===== src/hdl/qs_status_pkg.sv =====
package qs_status_pkg;

    // ****************************************************************
    // Widths and reset values.
    // ****************************************************************
    localparam int unsigned STATUS_WIDTH = 16;
    localparam logic [STATUS_WIDTH-1:0] ZERO_WORD = 16'h0000;

    // ****************************************************************
    // Register selection for a query.
    // ****************************************************************
    typedef enum logic {
        SEL_CONDITION = 1'b0,
        SEL_EVENT = 1'b1
    } reg_sel_t;

    // ****************************************************************
    // Query request and answer carriers.
    // ****************************************************************
    typedef struct packed {
        logic rd_stb;
        logic wr_stb;
        reg_sel_t sel;
        logic [STATUS_WIDTH-1:0] wr_data;
    } query_req_t;

    typedef struct packed {
        logic valid;
        logic [STATUS_WIDTH-1:0] data;
    } query_rsp_t;

    localparam query_rsp_t RSP_RESET = '{valid: 1'b0, data: ZERO_WORD};

endpackage


===== src/hdl/qs_transition_filter.sv =====
`timescale 1ns/1ps

module qs_transition_filter (
    input wire logic [qs_status_pkg::STATUS_WIDTH-1:0] cond_now_i,  // Condition this cycle
    input wire logic [qs_status_pkg::STATUS_WIDTH-1:0] cond_prev_i, // Condition one cycle earlier
    input wire logic [qs_status_pkg::STATUS_WIDTH-1:0] rising_i,    // Rising transition filter
    input wire logic [qs_status_pkg::STATUS_WIDTH-1:0] falling_i,   // Falling transition filter
    output logic [qs_status_pkg::STATUS_WIDTH-1:0] set_o            // Event set request per bit
);

    // ****************************************************************
    // Per-bit polarity filter between condition and event.
    // ****************************************************************
    genvar gi;
    generate
        for (gi = 0; gi < qs_status_pkg::STATUS_WIDTH; gi++) begin : g_bit
            wire rose;
            wire fell;
            assign rose = cond_now_i[gi] & ~cond_prev_i[gi] & rising_i[gi];
            assign fell = ~cond_now_i[gi] & cond_prev_i[gi] & falling_i[gi];
            assign set_o[gi] = rose | fell;
        end
    endgenerate

endmodule


===== src/hdl/questionable_status_regs.sv =====
`timescale 1ns/1ps

// Notes on behaviour
// - Event bits latch filtered edges and stay set until a clearing read.
// - Host writes never change the event register.
// - Reading the event register clears all of its bits except those set by a filtered edge in the same cycle.
// - The instrument reset command leaves the event register untouched.
// - Condition register mirrors the live, unlatched status inputs every cycle.
// - Reading the condition register does not change it.
// - A condition bit falls to zero once its condition is gone.
// - Instrument reset clears condition bits except those still active.
// - Reads return the plain binary-weighted bit pattern, bit n worth two to n.
// - A zero-to-one condition change sets the event bit when rising filter is one.
// - A one-to-zero condition change sets the event bit when falling filter is one.
// - Summary bit is high when any event bit is set and enabled.
module questionable_status_regs (
    input wire logic sys_clk_i,                                           // System clock, 20 MHz
    input wire logic rst_b_i,                                             // Asynchronous reset, active low
    input wire logic [qs_status_pkg::STATUS_WIDTH-1:0] status_i,          // Live status pins, asynchronous
    input wire logic [qs_status_pkg::STATUS_WIDTH-1:0] rising_filter_i,   // Rising transition filter
    input wire logic [qs_status_pkg::STATUS_WIDTH-1:0] falling_filter_i,  // Falling transition filter
    input wire logic [qs_status_pkg::STATUS_WIDTH-1:0] enable_mask_i,     // Summary enable mask
    input wire logic inst_reset_i,                                        // Instrument reset command pulse
    input wire qs_status_pkg::query_req_t query_i,                        // Register query request
    output qs_status_pkg::query_rsp_t query_o,                            // Register query answer
    output logic questionable_summary_bit_o                               // Questionable summary bit
);

    // ****************************************************************
    // Status input synchroniser and condition register.
    // ****************************************************************
    logic [qs_status_pkg::STATUS_WIDTH-1:0] status_meta;
    logic [qs_status_pkg::STATUS_WIDTH-1:0] status_sync;
    logic [qs_status_pkg::STATUS_WIDTH-1:0] cond;
    logic [qs_status_pkg::STATUS_WIDTH-1:0] cond_prev;
    logic [qs_status_pkg::STATUS_WIDTH-1:0] next_cond;

    always_ff @(posedge sys_clk_i or negedge rst_b_i) begin
        if (!rst_b_i) begin
            status_meta <= qs_status_pkg::ZERO_WORD;
            status_sync <= qs_status_pkg::ZERO_WORD;
        end else begin
            status_meta <= status_i;
            status_sync <= status_meta;
        end
    end

    // An instrument reset clears every bit, then bits whose condition still holds return at once.
    assign next_cond = inst_reset_i ? (qs_status_pkg::ZERO_WORD | status_sync) : status_sync;

    always_ff @(posedge sys_clk_i or negedge rst_b_i) begin
        if (!rst_b_i) begin
            cond <= qs_status_pkg::ZERO_WORD;
            cond_prev <= qs_status_pkg::ZERO_WORD;
        end else begin
            cond <= next_cond;
            cond_prev <= cond;
        end
    end

    // ****************************************************************
    // Query decode.
    // ****************************************************************
    wire rd_cond;
    wire rd_event;
    wire wr_any;
    assign rd_cond = query_i.rd_stb && (query_i.sel == qs_status_pkg::SEL_CONDITION);
    assign rd_event = query_i.rd_stb && (query_i.sel == qs_status_pkg::SEL_EVENT);
    assign wr_any = query_i.wr_stb;

    // ****************************************************************
    // Event register.
    // ****************************************************************
    logic [qs_status_pkg::STATUS_WIDTH-1:0] event_latch;
    logic [qs_status_pkg::STATUS_WIDTH-1:0] next_event;
    logic [qs_status_pkg::STATUS_WIDTH-1:0] set_vec;
    logic [qs_status_pkg::STATUS_WIDTH-1:0] kept_event;

    qs_transition_filter u_filter (
        .cond_now_i(cond),
        .cond_prev_i(cond_prev),
        .rising_i(rising_filter_i),
        .falling_i(falling_filter_i),
        .set_o(set_vec)
    );

    // Writes and the instrument reset do not enter this path; only a read clears.
    assign kept_event = rd_event ? qs_status_pkg::ZERO_WORD : event_latch;
    assign next_event = kept_event | set_vec;

    always_ff @(posedge sys_clk_i or negedge rst_b_i) begin
        if (!rst_b_i) begin
            event_latch <= qs_status_pkg::ZERO_WORD;
        end else begin
            event_latch <= next_event;
        end
    end

    // ****************************************************************
    // Query answer and summary bit.
    // ****************************************************************
    wire [qs_status_pkg::STATUS_WIDTH-1:0] rd_value;
    wire summary_any;
    assign rd_value = rd_event ? event_latch : cond;
    assign summary_any = |(event_latch & enable_mask_i);

    always_ff @(posedge sys_clk_i or negedge rst_b_i) begin
        if (!rst_b_i) begin
            query_o <= qs_status_pkg::RSP_RESET;
            questionable_summary_bit_o <= 1'b0;
        end else begin
            query_o.valid <= query_i.rd_stb;
            query_o.data <= query_i.rd_stb ? rd_value : qs_status_pkg::ZERO_WORD;
            questionable_summary_bit_o <= summary_any;
        end
    end

    // ****************************************************************
    // Per-bit checks.
    // ****************************************************************
    genvar bi;
    generate
        for (bi = 0; bi < qs_status_pkg::STATUS_WIDTH; bi++) begin : g_bit_chk

        end
    endgenerate
endmodule


===== config.mk =====
export PLATFORM = sky130hd
export DESIGN_NAME = questionable_status_regs
export DESIGN_NICKNAME = d
export VERILOG_FILES = /design/src/hdl/qs_status_pkg.sv /design/src/hdl/qs_transition_filter.sv /design/src/hdl/questionable_status_regs.sv
export SDC_FILE = /design/constraint.sdc
export NUM_CORES = 1
export LEC_CHECK = 0
export ABC_AREA = 1
export BUFFER_PORTS_ARGS = -buffer_cell sky130_fd_sc_hd__clkbuf_2
export CORE_MARGIN = 2
export CORE_UTILIZATION = 40
export CTS_CLUSTER_DIAMETER = 60
export DETAILED_ROUTE_END_ITERATION = 10
export GPL_TIMING_DRIVEN = 0
export PLACE_DENSITY = 0.62
export SLEW_MARGIN = 20
export SYNTH_ARGS = -nofsm -noshare
export SYNTH_HDL_FRONTEND = slang
export SYNTH_SLANG_ARGS = --single-unit

===== constraint.sdc =====
create_clock -name sys_clk_i -period 2.15 [get_ports sys_clk_i]
set_clock_uncertainty 0.05 [all_clocks]
set_input_delay 0.1075 -clock sys_clk_i [delete_from_list [all_inputs] [get_ports sys_clk_i]]
set_output_delay 0.1075 -clock sys_clk_i [all_outputs]
set_load 0.02 [all_outputs]

==> flow_summary.toml <==
[run_status]
outcome = "finished, final reports clean"

[yosys]
synth-seq-cells = 98
synth_fa_ha_area_frac = 0
synth_area_mm2 = 0.00323
synth_top_family_by_area = "simple AND/OR/NAND/NOR gates"
avgSynthCellArea_um2 = 11.5
synth_nets = 367
synthMuxAreaShare = 0
yosysWarningCount = 0
ys_seq_area_frac = 0.759
syn_inst = 281
synth-xor-area-share = 0
synth-simple-area-share = 0.139
synthDistinctLibCells = 13
synth_compound_area_frac = 0.0522

[clock_tree]
ctsHtreeMaxLevel = 3
cts_buffers = 9
clk-insertion-delay-late_ps = 340
clockBufferDepth = 2
clkTransAtPathRegs_ps = 80
cts.sinks = 98
root_buffer = "clkbuf_8"
cts_tree = "yes"
cts_setup_buffers = 0

[layout]
final_area_mm2 = 0.00452
drive_gt1_frac = 0.248
layout_commonest_cell = "dfrtp_1"
postLayoutCoreUtil = 0.581
layout_common_cells = "dfrtp_1 (98), clkbuf_2 (85), nand2_1 (59)"
area_delta_synth_final_pct = 39.7
diodes = 0
fin_nets = 513

[timing]
worst_slew_pin_slew_ps = 402
hold_viol = 0
fmax_mhz = 554
min_period_over_period = 0.840
drv_slew = 0
setup_violations = 0
rsz0062_at_grt = "false"
relSlewSlack = 0.732
holdWs_ps = 20.9
period_minus_slack_ps = 1810

[grt]
grt-ovfl-total = 0
track_usage = 0.161
antenna_found_initial = 0
grt_pass1_wl_um = 10800
grt_pass1_vias = 2358
grt_max_degree = 51

[floorplan]
fp.dieH_um = 93.9
die_w_um = 93.9
start_util = 0.416
die-area_mm2 = 0.00882
core_area_mm2 = 0.00777
ios = 104
placementRows = 32

[detailed_routing]
vias = 2315
dr.pass1.iters = 4
ant_nets = 0
wl_per_cell_um = 12.1
wl_um = 6460
drc = 0
avgViaCountPerCell = 4.34
drtIter0Drc = 95

[power]
seq_power_share = 0.558
comb_power_share = 0.121
power.switching_mw = 0.863
p_sw_frac = 0.236
cellPowerDensity_mw_per_mm2 = 809
power_frac_clock = 0.321
irDropWorstVdd_mv = 0.409
static-leakage-power_nw = 2.34
totalPowerFinal_mw = 3.65
p_int_mw = 2.79

[worst_setup_path]
cpPeakStageDelay_ps = 570
r2r-start = "cond[13]"
cp_common_cell = "dlygate4sd3_1"
start_kind = "primary input"
required_ps = 2320
worstSetupPathType = "primary input to flop"
cp_cell_sequence = "dlygate4sd3_1 -> clkbuf_2 -> nand2_2 -> buf_2 -> nand2_1 -> nand3_1 -> dlygate4sd3_1"
path_max_fanout = 10
worstPathArrival_ps = 1980
end_kind = "flop"
crit_start = "query_i[18]"
slowest_stage = "dlygate4sd3_1"

[placement]
placed_cell_area_mm2 = 0.00382
gp_congestion = 0.748
io_buffers = 85
place_hpwl_um = 4370

[hold_path]
hold_path.class = "primary input to flop"
worstHoldStart = "falling_filter_i[14]"

[flow_run]
drv_cap = 0
[worst max-delay path, delay by kind of cell]
kind          cells  cell delay (ps)
buf+inv           4             1550
simple gates      3              320
[layout make-up]
| class | instances | area (µm²) |
|---|---|---|
| inverters | 37 | 139 |
| plain buffers | 5 | 25.0 |
| clock buffers | 11 | 151 |
| repair buffers | 135 | 952 |
| multi-input cells | 141 | 617 |
| fillers | 688 | 3250 |
| clock inverters | 4 | 51.3 |
| well taps | 102 | 128 |
| flip-flops and latches | 98 | 2450 |
[state kept, by name (all words and copies together), names as in the netlist]
signal                      flops
event_latch                    16
questionable_summary_bit_o      1
cond_prev                      16
cond                           16
status_meta                    16
query_o                        17
next_cond                      16
[through the flow]
| step | instances | setup slack [ps] | TNS (ps) |
|---|---|---|---|
| 3_5_place_dp | 469 | 1070 | 0 |
| 3_3_place_gp | 468 | -268 | -25790 |
| 5_1_grt | 533 | 253 | 0 |
| 4_1_cts | 533 | 363 | 0 |
| 6_report | 533 | 345 | 0 |
| 2_1_floorplan | 281 | 1310 | 0 |
[final timing paths]
check | depth (start not counted) | endpoint | slack, ps
min in group asynchronous | 2 | status_meta[7] | 200
setup / recovery | 7 | event_latch[13] | 340
hold / removal | 3 | event_latch[14] | 20
max in group asynchronous | 3 | query_o[14] | 1290
setup reg to reg | 4 | event_latch[13] | 810
hold reg to reg | 0 | next_cond[11] | 300
[cell families after synthesis]
| kind of cell | Yosys count |
|---|---|
| compound gates | 33 |
| buf+inv | 42 |
| flops | 98 |
| simple gates | 108 |
[cells in the mapped netlist (all sizes together)]
library cell   n  area share
a21oi         16       0.025
buf            4      0.0062
inv           37       0.043
nand4          1      0.0019
o21ai         16       0.025
nand2         60       0.070
clkbuf         1      0.0015
o221ai         1      0.0027
dfrtp         98        0.76
nor2          17       0.020
nand3         30       0.046
[power by group through the flow]
stage | sequential (mW) | combinational (mW) | clock [mW]
floorplan | 2.09 | 0.136 | 0
global placement | 2.07 | 0.330 | 0
detailed placement | 2.07 | 0.342 | 0
CTS | 2.04 | 0.448 | 1.22
global route | 2.05 | 0.500 | 1.29
finish | 2.04 | 0.443 | 1.17
[per-layer routing]
metal	wire [µm]	track usage
met5	0	0
met2	3180	0.263
met4	85	0.0616
met3	314	0.0377
met1	2890	0.210
[what timing repair did]
| item | in CTS | in global routing |
|---|---|---|
| resized for setup | 0 | 0 |
| hold buffers | 49 | 0 |
| hold endpoints to repair | 82 | 0 |
Power figures use the tool's default switching activity.
